<file path="config.mk">
export PLATFORM = sky130hd
export DESIGN_NAME = at_handler
export DESIGN_NICKNAME = d
export VERILOG_FILES = /design/src/logic/at_handler_pkg.sv /design/src/logic/image_if.sv /design/src/logic/image_loader.sv /design/src/logic/at_handler.sv
export VERILOG_INCLUDE_DIRS = /design/src /design/src/logic
export SDC_FILE = /design/constraint.sdc
export NUM_CORES = 1
export LEC_CHECK = 0
export BUFFER_PORTS_ARGS = -buffer_cell sky130_fd_sc_hd__buf_2
export CAP_MARGIN = 20
export CORE_MARGIN = 2
export CORE_UTILIZATION = 55
export CTS_CLUSTER_SIZE = 25
export DETAILED_ROUTE_END_ITERATION = 8
export PLACE_DENSITY_LB_ADDON = 0.08
export SLEW_MARGIN = 20
export SYNTH_ARGS = -nofsm -noshare
export SYNTH_HDL_FRONTEND = slang
export SYNTH_HIERARCHICAL = 1
export SYNTH_SLANG_ARGS = --single-unit
</file>
<file path="constraint.sdc">
create_clock -name clock -period 5.8 [get_ports clock]
set_input_delay 0.29 -clock clock [delete_from_list [all_inputs] [get_ports clock]]
set_output_delay 0.29 -clock clock [all_outputs]
set_load 0.01 [all_outputs]
</file>
<file path="src/logic/at_handler_regs.svh">
`ifndef AT_HANDLER_REGS_SVH
`define AT_HANDLER_REGS_SVH
// ----------------------------------------
// Scan configuration field
// ----------------------------------------
`define SCAN_NONE      2'h0
`define SCAN_BOTH      2'h3
`define SCAN_INQ_BIT   0
`define SCAN_PAGE_BIT  1
`define SCAN_ARG_MAX   4'h3
// ----------------------------------------
// Production mode argument
// ----------------------------------------
`define PROD_ARG_MAX   4'h1
// ----------------------------------------
// Counts
// ----------------------------------------
`define DISC_MAX       4'h8
`define IMG_HDR_BYTES  2'h2
`define BOOT_SAMPLE    2'h3
`endif

</file>
<file path="src/logic/at_handler_pkg.sv">
package at_handler_pkg;
    // Decoded host commands
    typedef enum logic [2:0] {
        CMD_DISC_START   = 3'h0,
        CMD_SET_DISC     = 3'h1,
        CMD_IMG_DL       = 3'h2,
        CMD_TEST_EN      = 3'h3,
        CMD_PROD_MODE    = 3'h4,
        CMD_SW_RESET     = 3'h5
    } cmd_t;
    // Response codes to the host
    typedef enum logic [2:0] {
        RSP_NONE         = 3'h0,
        RSP_OK           = 3'h1,
        RSP_ERROR        = 3'h2,
        RSP_DISC_RESULT  = 3'h3,
        RSP_DISC_DONE    = 3'h4,
        RSP_DL_DONE      = 3'h5,
        RSP_NAME_SVC     = 3'h6
    } rsp_t;
    // Handler sequencing
    typedef enum logic [2:0] {
        ST_IDLE   = 3'h0,
        ST_DISC   = 3'h1,
        ST_DL     = 3'h2,
        ST_T_FILT = 3'h3,
        ST_T_SCAN = 3'h4,
        ST_T_DUT  = 3'h5
    } state_t;
endpackage

</file>
<file path="src/logic/image_if.sv">
`timescale 1ns/100ps
interface image_if;
    logic        start;
    logic        byteValid;
    logic [7:0]  byteData;
    logic        done;
    logic        wrValid;
    logic [15:0] wrAddr;
    logic [7:0]  wrData;
    modport ctrl   (output start, byteValid, byteData, input done, wrValid, wrAddr, wrData);
    modport loader (input start, byteValid, byteData, output done, wrValid, wrAddr, wrData);
endinterface

</file>
<file path="src/logic/image_loader.sv">
`timescale 1ns/100ps
`include "at_handler_regs.svh"
module image_loader (
    // Clock and reset
    input wire logic clock,
    input wire logic arst_n,
    input wire logic ce,
    // Image stream
    image_if.loader  img
);
    logic        active_q;
    logic [1:0]  hdrCnt_q;
    logic [15:0] len_q;
    logic [15:0] cnt_q;
    logic [15:0] idx_q;
    logic        hdrDone;

    assign hdrDone = (hdrCnt_q == `IMG_HDR_BYTES);

    // ----------------------------------------
    // Header parse and byte count
    // ----------------------------------------
    // Length is big-endian, payload bytes after header
    always_ff @(posedge clock or negedge arst_n) begin
        if (!arst_n) begin
            active_q <= 1'b0;
            hdrCnt_q <= 2'h0;
            len_q    <= 16'h0000;
            cnt_q    <= 16'h0000;
            idx_q    <= 16'h0000;
        end else if (ce) begin
            if (img.start) begin
                active_q <= 1'b1;
                hdrCnt_q <= 2'h0;
                len_q    <= 16'h0000;
                cnt_q    <= 16'h0000;
                idx_q    <= 16'h0000;
            end else if (active_q && img.byteValid) begin
                idx_q <= idx_q + 16'h0001;
                if (!hdrDone) begin
                    len_q    <= {len_q[7:0], img.byteData};
                    hdrCnt_q <= hdrCnt_q + 2'h1;
                end else begin
                    cnt_q <= cnt_q + 16'h0001;
                end
            end else if (active_q && hdrDone && cnt_q == len_q) begin
                active_q <= 1'b0;
            end
        end
    end

    // ----------------------------------------
    // Write strobe and completion
    // ----------------------------------------
    // Done follows the cycle after the last write
    always_ff @(posedge clock or negedge arst_n) begin
        if (!arst_n) begin
            img.wrValid <= 1'b0;
            img.wrAddr  <= 16'h0000;
            img.wrData  <= 8'h00;
            img.done    <= 1'b0;
        end else if (ce) begin
            img.wrValid <= active_q && img.byteValid && !img.start;
            img.done    <= active_q && !img.start && !img.byteValid
                           && hdrDone && cnt_q == len_q;
            if (active_q && img.byteValid) begin
                img.wrAddr <= idx_q;
                img.wrData <= img.byteData;
            end
        end
    end

    chk_done_count: assert property (@(posedge clock) disable iff (!arst_n)
        $rose(img.done) |-> $past(cnt_q) == $past(len_q) && $past(hdrDone))
        else $error("Download done before length reached");
    chk_write_once: assert property (@(posedge clock) disable iff (!arst_n)
        (ce && active_q && img.byteValid && !img.start) |=> img.wrValid)
        else $error("Accepted image byte not written");
endmodule

</file>
<file path="src/logic/at_handler.sv">
`timescale 1ns/100ps
`include "at_handler_regs.svh"
// Functional notes
// - At most eight discovery results before done
// - Inquiry answered with name and services
// - Scan argument 0..3 selects inquiry/page scans
// - Scans persist indefinitely; command acknowledged OK
// - Scans off while linked, back on after
// - Any reset leaves no scans enabled
// - No registered service: reject connection requests unless the event filter is open
// - Download replies OK before image bytes
// - Download accepted only in production mode
// - Image live after production off, hardware reset
// - Count bytes to header length, then confirm
// - Test enable replies OK, opens event filter
// - Then both scans, then device-under-test mode; inqScan and pageScan rise on the same edge as dutMode
module at_handler (
    // Clock and reset
    input  wire logic                   clock,
    input  wire logic                   arst_n,
    input  wire logic                   ce,
    // Decoded host commands
    input  wire logic                   cmdValid,
    input  wire at_handler_pkg::cmd_t   cmdOp,
    input  wire logic [3:0]             cmdArg,
    // Raw image bytes from UART
    input  wire logic                   rxValid,
    input  wire logic [7:0]             rxByte,
    // Radio events
    input  wire logic                   devFound,
    input  wire logic                   discEnd,
    input  wire logic                   inquiryIn,
    input  wire logic                   connReq,
    input  wire logic                   svcRegistered,
    // Pins
    input  wire logic                   linkUp,
    input  wire logic                   nvArmed,
    // Responses to host
    output logic                        rspValid,
    output at_handler_pkg::rsp_t        rspCode,
    // Radio control
    output logic                        inqScan,
    output logic                        pageScan,
    output logic                        connAccept,
    output logic                        connReject,
    output logic                        evtFilterAll,
    output logic                        dutMode,
    // Nonvolatile image
    output logic                        nvWrValid,
    output logic [15:0]                 nvWrAddr,
    output logic [7:0]                  nvWrData,
    output logic                        imageArm,
    output logic                        imageLive
);
    at_handler_pkg::state_t state_q;
    logic [1:0]  scanCfg_q;
    logic        prodMode_q;
    logic [3:0]  discCnt_q;
    logic        dlStaged_q;
    logic        lnk1_q;
    logic        lnk2_q;
    logic        arm1_q;
    logic        arm2_q;
    logic [1:0]  bootCnt_q;
    logic        cmdOk;
    logic        cmdErr;
    logic        discShow;
    logic        connAllow;

    image_if img ();

    // Argument range check
    function automatic logic argInRange(input logic [3:0] a, input logic [3:0] lim);
        argInRange = (a <= lim);
    endfunction

    // ----------------------------------------
    // Pin synchronisers
    // ----------------------------------------
    // Two flops before any reader
    always_ff @(posedge clock or negedge arst_n) begin
        if (!arst_n) begin
            lnk1_q <= 1'b0;
            lnk2_q <= 1'b0;
            arm1_q <= 1'b0;
            arm2_q <= 1'b0;
        end else if (ce) begin
            lnk1_q <= linkUp;
            lnk2_q <= lnk1_q;
            arm1_q <= nvArmed;
            arm2_q <= arm1_q;
        end
    end

    // ----------------------------------------
    // Command acceptance
    // ----------------------------------------
    // Commands only taken when idle
    always_comb begin
        cmdOk = 1'b0;
        if (cmdValid && state_q == at_handler_pkg::ST_IDLE) begin
            unique case (cmdOp)
                at_handler_pkg::CMD_DISC_START: cmdOk = 1'b1;
                at_handler_pkg::CMD_SET_DISC:
                    cmdOk = argInRange(cmdArg, `SCAN_ARG_MAX);
                at_handler_pkg::CMD_IMG_DL:    cmdOk = prodMode_q;
                at_handler_pkg::CMD_TEST_EN:   cmdOk = 1'b1;
                at_handler_pkg::CMD_PROD_MODE:
                    cmdOk = argInRange(cmdArg, `PROD_ARG_MAX);
                at_handler_pkg::CMD_SW_RESET:  cmdOk = 1'b1;
                default:                       cmdOk = 1'b0;
            endcase
        end
    end

    assign cmdErr    = cmdValid && !cmdOk;
    assign discShow  = state_q == at_handler_pkg::ST_DISC && devFound
                       && discCnt_q < `DISC_MAX;
    assign connAllow = svcRegistered || evtFilterAll;

    // ----------------------------------------
    // Sequencer
    // ----------------------------------------
    // Idle, discovery, download and test steps
    always_ff @(posedge clock or negedge arst_n) begin
        if (!arst_n) begin
            state_q <= at_handler_pkg::ST_IDLE;
        end else if (ce) begin
            unique case (state_q)
                at_handler_pkg::ST_IDLE: begin
                    if (cmdOk && cmdOp == at_handler_pkg::CMD_DISC_START) begin
                        state_q <= at_handler_pkg::ST_DISC;
                    end else if (cmdOk && cmdOp == at_handler_pkg::CMD_IMG_DL) begin
                        state_q <= at_handler_pkg::ST_DL;
                    end else if (cmdOk && cmdOp == at_handler_pkg::CMD_TEST_EN) begin
                        state_q <= at_handler_pkg::ST_T_FILT;
                    end
                end
                at_handler_pkg::ST_DISC: begin
                    if (discEnd) begin
                        state_q <= at_handler_pkg::ST_IDLE;
                    end
                end
                at_handler_pkg::ST_DL: begin
                    if (img.done) begin
                        state_q <= at_handler_pkg::ST_IDLE;
                    end
                end
                at_handler_pkg::ST_T_FILT: state_q <= at_handler_pkg::ST_T_SCAN;
                at_handler_pkg::ST_T_SCAN: state_q <= at_handler_pkg::ST_T_DUT;
                at_handler_pkg::ST_T_DUT:  state_q <= at_handler_pkg::ST_IDLE;
                default:                   state_q <= at_handler_pkg::ST_IDLE;
            endcase
        end
    end

    // ----------------------------------------
    // Configuration state
    // ----------------------------------------
    // Scan selection and production mode
    always_ff @(posedge clock or negedge arst_n) begin
        if (!arst_n) begin
            scanCfg_q  <= `SCAN_NONE;
            prodMode_q <= 1'b0;
        end else if (ce) begin
            if (state_q == at_handler_pkg::ST_T_SCAN) begin
                scanCfg_q <= `SCAN_BOTH;
            end else if (cmdOk && cmdOp == at_handler_pkg::CMD_SET_DISC) begin
                scanCfg_q <= cmdArg[1:0];
            end else if (cmdOk && cmdOp == at_handler_pkg::CMD_SW_RESET) begin
                scanCfg_q <= `SCAN_NONE;
            end
            if (cmdOk && cmdOp == at_handler_pkg::CMD_PROD_MODE) begin
                prodMode_q <= cmdArg[0];
            end
        end
    end

    // Test mode flags
    always_ff @(posedge clock or negedge arst_n) begin
        if (!arst_n) begin
            evtFilterAll <= 1'b0;
            dutMode      <= 1'b0;
        end else if (ce) begin
            if (cmdOk && cmdOp == at_handler_pkg::CMD_SW_RESET) begin
                evtFilterAll <= 1'b0;
                dutMode      <= 1'b0;
            end else begin
                if (state_q == at_handler_pkg::ST_T_FILT) begin
                    evtFilterAll <= 1'b1;
                end
                if (state_q == at_handler_pkg::ST_T_DUT) begin
                    dutMode <= 1'b1;
                end
            end
        end
    end

    // ----------------------------------------
    // Radio control outputs
    // ----------------------------------------
    // Scans suspended while linked
    always_ff @(posedge clock or negedge arst_n) begin
        if (!arst_n) begin
            inqScan    <= 1'b0;
            pageScan   <= 1'b0;
            connAccept <= 1'b0;
            connReject <= 1'b0;
        end else if (ce) begin
            inqScan    <= scanCfg_q[`SCAN_INQ_BIT] && !lnk2_q;
            pageScan   <= scanCfg_q[`SCAN_PAGE_BIT] && !lnk2_q;
            connAccept <= connReq && connAllow;
            connReject <= connReq && !connAllow;
        end
    end

    // ----------------------------------------
    // Discovery result limit
    // ----------------------------------------
    always_ff @(posedge clock or negedge arst_n) begin
        if (!arst_n) begin
            discCnt_q <= 4'h0;
        end else if (ce) begin
            if (cmdOk && cmdOp == at_handler_pkg::CMD_DISC_START) begin
                discCnt_q <= 4'h0;
            end else if (discShow) begin
                discCnt_q <= discCnt_q + 4'h1;
            end
        end
    end

    // ----------------------------------------
    // Responses
    // ----------------------------------------
    // Command answer first, then events
    always_ff @(posedge clock or negedge arst_n) begin
        if (!arst_n) begin
            rspValid <= 1'b0;
            rspCode  <= at_handler_pkg::RSP_NONE;
        end else if (ce) begin
            rspValid <= 1'b1;
            if (cmdOk) begin
                rspCode <= at_handler_pkg::RSP_OK;
            end else if (cmdErr) begin
                rspCode <= at_handler_pkg::RSP_ERROR;
            end else if (img.done) begin
                rspCode <= at_handler_pkg::RSP_DL_DONE;
            end else if (state_q == at_handler_pkg::ST_DISC && discEnd) begin
                rspCode <= at_handler_pkg::RSP_DISC_DONE;
            end else if (discShow) begin
                rspCode <= at_handler_pkg::RSP_DISC_RESULT;
            end else if (inquiryIn) begin
                rspCode <= at_handler_pkg::RSP_NAME_SVC;
            end else begin
                rspValid <= 1'b0;
                rspCode  <= at_handler_pkg::RSP_NONE;
            end
        end
    end

    // ----------------------------------------
    // Image download path
    // ----------------------------------------
    // Bytes pass from the cycle in which the OK stands, after the taking edge
    assign img.start     = cmdOk && cmdOp == at_handler_pkg::CMD_IMG_DL;
    assign img.byteValid = rxValid && state_q == at_handler_pkg::ST_DL;
    assign img.byteData  = rxByte;
    assign nvWrValid     = img.wrValid;
    assign nvWrAddr      = img.wrAddr;
    assign nvWrData      = img.wrData;

    image_loader u_loader (
        .clock  (clock),
        .arst_n (arst_n),
        .ce     (ce),
        .img    (img)
    );

    // Staged image armed once production mode is off
    always_ff @(posedge clock or negedge arst_n) begin
        if (!arst_n) begin
            dlStaged_q <= 1'b0;
            imageArm   <= 1'b0;
        end else if (ce) begin
            if (img.start) begin
                dlStaged_q <= 1'b0;
            end else if (img.done) begin
                dlStaged_q <= 1'b1;
            end
            imageArm <= dlStaged_q && !prodMode_q;
        end
    end

    // Armed flag sampled once after hardware reset
    always_ff @(posedge clock or negedge arst_n) begin
        if (!arst_n) begin
            bootCnt_q <= 2'h0;
            imageLive <= 1'b0;
        end else if (ce && bootCnt_q != `BOOT_SAMPLE) begin
            bootCnt_q <= bootCnt_q + 2'h1;
            if (bootCnt_q + 2'h1 == `BOOT_SAMPLE) begin
                imageLive <= arm2_q;
            end
        end
    end

    // ----------------------------------------
    // Checks
    // ----------------------------------------
    chk_disc_limit: assert property (@(posedge clock) disable iff (!arst_n)
        (ce && state_q == at_handler_pkg::ST_DISC && devFound && discCnt_q >= `DISC_MAX)
        |=> rspCode != at_handler_pkg::RSP_DISC_RESULT)
        else $error("More than eight discovery results");
    chk_scan_arg: assert property (@(posedge clock) disable iff (!arst_n)
        (ce && cmdOk && cmdOp == at_handler_pkg::CMD_SET_DISC && !linkUp
         && state_q == at_handler_pkg::ST_IDLE) ##1 (ce && !cmdValid) [*3]
        |-> ##1 (lnk2_q || {pageScan, inqScan} == $past(cmdArg[1:0], 4)))
        else $error("Scan outputs differ from argument");
    chk_link_off: assert property (@(posedge clock) disable iff (!arst_n)
        (ce && lnk2_q) |=> !inqScan && !pageScan)
        else $error("Scan active while linked");
    chk_reject_nosvc: assert property (@(posedge clock) disable iff (!arst_n)
        (ce && connReq && !svcRegistered && !evtFilterAll) |=> connReject && !connAccept)
        else $error("Connection accepted without service");
    chk_dl_gate: assert property (@(posedge clock) disable iff (!arst_n)
        (ce && cmdValid && cmdOp == at_handler_pkg::CMD_IMG_DL && !prodMode_q)
        |=> rspCode == at_handler_pkg::RSP_ERROR && state_q != at_handler_pkg::ST_DL)
        else $error("Download taken outside production mode");
    chk_test_order: assert property (@(posedge clock) disable iff (!arst_n)
        (ce && state_q == at_handler_pkg::ST_T_FILT) ##1 ce ##1 ce
        |=> evtFilterAll && scanCfg_q == `SCAN_BOTH && dutMode)
        else $error("Test enable sequence out of order");
    chk_busy_error: assert property (@(posedge clock) disable iff (!arst_n)
        (ce && cmdValid && state_q != at_handler_pkg::ST_IDLE)
        |=> rspValid && rspCode == at_handler_pkg::RSP_ERROR && $stable(scanCfg_q))
        else $error("Busy command not rejected");
    chk_name_reply: assert property (@(posedge clock) disable iff (!arst_n)
        (ce && inquiryIn && !cmdValid && !img.done && state_q == at_handler_pkg::ST_IDLE)
        |=> rspCode == at_handler_pkg::RSP_NAME_SVC)
        else $error("Inquiry not answered");
endmodule

</file>
==> flow_summary.toml <==
[floorplanning]
chipHeight_um = 100
die_w_um = 100
area_of_the_die_um2 = 10000
floorplan.initialDensity_pct = 55.8
num_io_pins = 64
row_count = 35
core_region_area_um2 = 9110

[sta]
number_of_pins_with_negative_max_slew_slack_in_the_final_report = 0
timing.setup.tns_ps = 0
finalCriticalPeriod_ps = 3170
clock.fmax_ghz = 0.315
layout_setup_ws_ps = 2630
fin_crit_sh_pct = 54.7
skew_ps = 15.1
hold_viol = 0
setup_repair_after_global_routing_missed_its_margin = "false"
setup_viol = 0
tightest_slew_ps = 1060
maxSlewHeadroom_pct = 29.0

[synth]
ys_seq_elements = 106
top_reg_cell_synth = "dfrtp_1"
number_of_synthesized_flops_with_an_enable_pin = 0
postSynthAreaPerCell_um2 = 10.0
synth.yosys.seq_area_share_pct = 52.2
synth.distinct_cells = 60
synth_top_area_share_pct = 52.2
mappedNetlistArea_um2 = 5080
synthArstFlopShare_pct = 100
yosysTopAreaCell = "dfrtp_1"
post_synth_main_area_contributors = "dfrtp_1 52%, nand2_1 6.6%, xnor2_1 4.0%, a22o_1 3.1%, o21ai_0 2.3%"
yosys_warning_total = 6
syn_inst = 507
synth.net_count = 540

[placed_design]
preCtsSetupSlack_ps = 2590
gp_congestion = 0.870
place.port_buffers = 63
place_hpwl_mm = 7.02

[setup_path]
cell_at_the_slowest_stage_of_the_critical_path = "nor2_1"
required_ps = 6090
worst_setup_path_end_kind = "flip-flop"
timing.critical_path.cells = "nand2_1, nor3_1, nand4b_1, nor2_1, a22o_1"
critical-path-max-stage-delay_ps = 970
critPathMaxFanout = 16
cp.buffers_inverters = 0
arrival_ps = 3460
cp_class = "flip-flop to flip-flop"
worstSetupStartpointType = "flip-flop"
critPathTopFamily = "simple AND/OR/NAND/NOR gates"

[finish]
fillCellCount = 783
layout_common_cells = "106 x dfrtp_1, 89 x nand2_1, 62 x buf_2, 30 x nor2_1"
antenna_cells = 0
syn2layout_area_growth_pct = 11.9
mostFrequentLayoutCell = "dfrtp_1"
num-nets-final = 593
final_layout_size_suffix_gt1_share_pct = 18.2

[global_route]
vias_in_the_first_global_route = 3680
antenna_found_initial = 0
maximum_number_of_pins_on_one_net_before_global_route_repair = 66
grt_overflow = 0
globalRouteTotalUtil_pct = 21.5
grt_first_pass_wirelength_mm = 17.5

[cts]
ctsRootBufferMaster = "clkbuf_8"
tritoncts.num_buffers = 9
clock_insertion_delay_worst_skew_ps = 360
cts_setup_buffers = 0
cts_max_path_buffers = 2
tritoncts = "done"
cts.htree.levels = 3
clock-sinks = 106
clk_transition_reported_paths_ps = 100

[status]
outcome = "finished, final reports clean"

[flow_run]
cap_violations = 0

[min_path]
hold_path_class = "input pin to flip-flop"

[routing]
detail_route.vias_per_cell = 5.79
ant_nets = 0
drtPass1Iterations = 4
wire_length_reported_by_the_detailed_router_mm = 10.3
post_drt_wl_per_cell_um = 15.2
drt_iter0_drc = 163
drc_errors = 0
vias = 3913

[pwr]
vdd.ir_drop.worst_mv = 0.141
static-leakage-power_nw = 2.80
power_density_nw_per_um2 = 263
==> state kept, by name, summed over array words and instances, names as in the netlist, 2 cells and up <==
register / flops
bootCnt_q: 2
u_loader/cnt_q: 16
rspCode: 3
u_loader/len_q: 16
u_loader/idx_q: 16
scanCfg_q: 2
state_q: 3
discCnt_q: 4
u_loader/img.wrData: 8
u_loader/img.wrAddr: 16
u_loader/hdrCnt_q: 2
==> power by group <==
part	switching, mW	internal, mW
Clock	0.246	0.258
Sequential	0.0417	0.787
Combinational	0.0878	0.0770
==> synthesized netlist by cell type (7+ instances only) <==
cell type	count
a21o_1	7
xnor2_1	23
inv_1	18
o21ai_0	23
a31oi_1	17
clkbuf_1	14
a22o_1	18
dfrtp_1	106
nand3b_1	8
nand2_1	89
nand3_1	10
a21oi_1	11
nand4_1	15
buf_2	7
nor2_1	30
==> routing by layer <==
metal  vias to the layer above  wire, µm  GRT usage [%]  share of wire (%)
met1                      1903      5000           30.6                 49
met2                        74      4840           34.4                 47
met4                         0       123           6.85                1.2
li1                       1925         -              -                  -
met5                         -         0              0                  0
met3                        11       337           3.20                3.3
==> logic make-up (layout without fill, tap and decap cells) <==
logic type	count (synthesis)	in the layout	synth area share, %
and+or+nand+nor	209	209	21.6
DFF	106	106	52.2
AOI/OAI and AO/OA	105	105	14.3
buffers and inverters	43	101	3.52
xor gates and xnor gates	29	29	5.00
muxes	9	9	1.94
adders and majority gates	6	6	1.48
==> worst paths after layout <==
check,startpoint,to,slack (ps),cells past startpoint
max in group asynchronous,arst_n,u_loader/img.done$_DFFE_PN0P_,4150,3
max,state_q[1]$_DFFE_PN0P_,u_loader/len_q[13]$_DFFE_PN0P_,2630,5
min in group asynchronous,arst_n,arm2_q$_DFFE_PN0P_,450,2
max reg2reg,state_q[1]$_DFFE_PN0P_,u_loader/len_q[13]$_DFFE_PN0P_,2630,5
min reg2reg,u_loader/img.wrAddr[6]$_DFFE_PN0P_,u_loader/img.wrAddr[6]$_DFFE_PN0P_,480,2
min,rxByte[0],u_loader/img.wrData[0]$_DFFE_PN0P_,130,3
==> what timing repair did <==
item	4_1_cts	5_1_grt
hold buffers	1	0
endpoints found under the hold margin	41	0
gates resized for setup	0	0
==> tightest hold or removal path: cells and delay by family <==
family | cells | cell delay (ps)
buf+inv | 1 | 90
simple gates | 2 | 90
==> final cells by class <==
cell class	instances	area [µm²]	share of cell area (%)
Multi-Input combinational cell	358	2250	39.6
Sequential cell	106	2650	46.6
Timing Repair Buffer	67	350	6.16
Tap cell	111	139	2.44
Clock buffer	11	141	2.49
Clock inverter	5	85.1	1.50
Inverter	18	67.6	1.19
==> per-stage QoR <==
step	total power, mW	cells	area (µm²)	hold WS (ps)	utilization, %
2_1_floorplan	0.942	507	5080	-5.59	-
4_1_cts	1.52	676	5690	117	62.5
3_3_place_gp	1.00	659	5450	308	59.9
5_1_grt	1.57	676	5690	125	62.5
6_report	1.50	676	5690	134	62.5
3_5_place_dp	1.01	659	5450	318	59.9
Note: power is estimated with default switching activity, not from simulation.
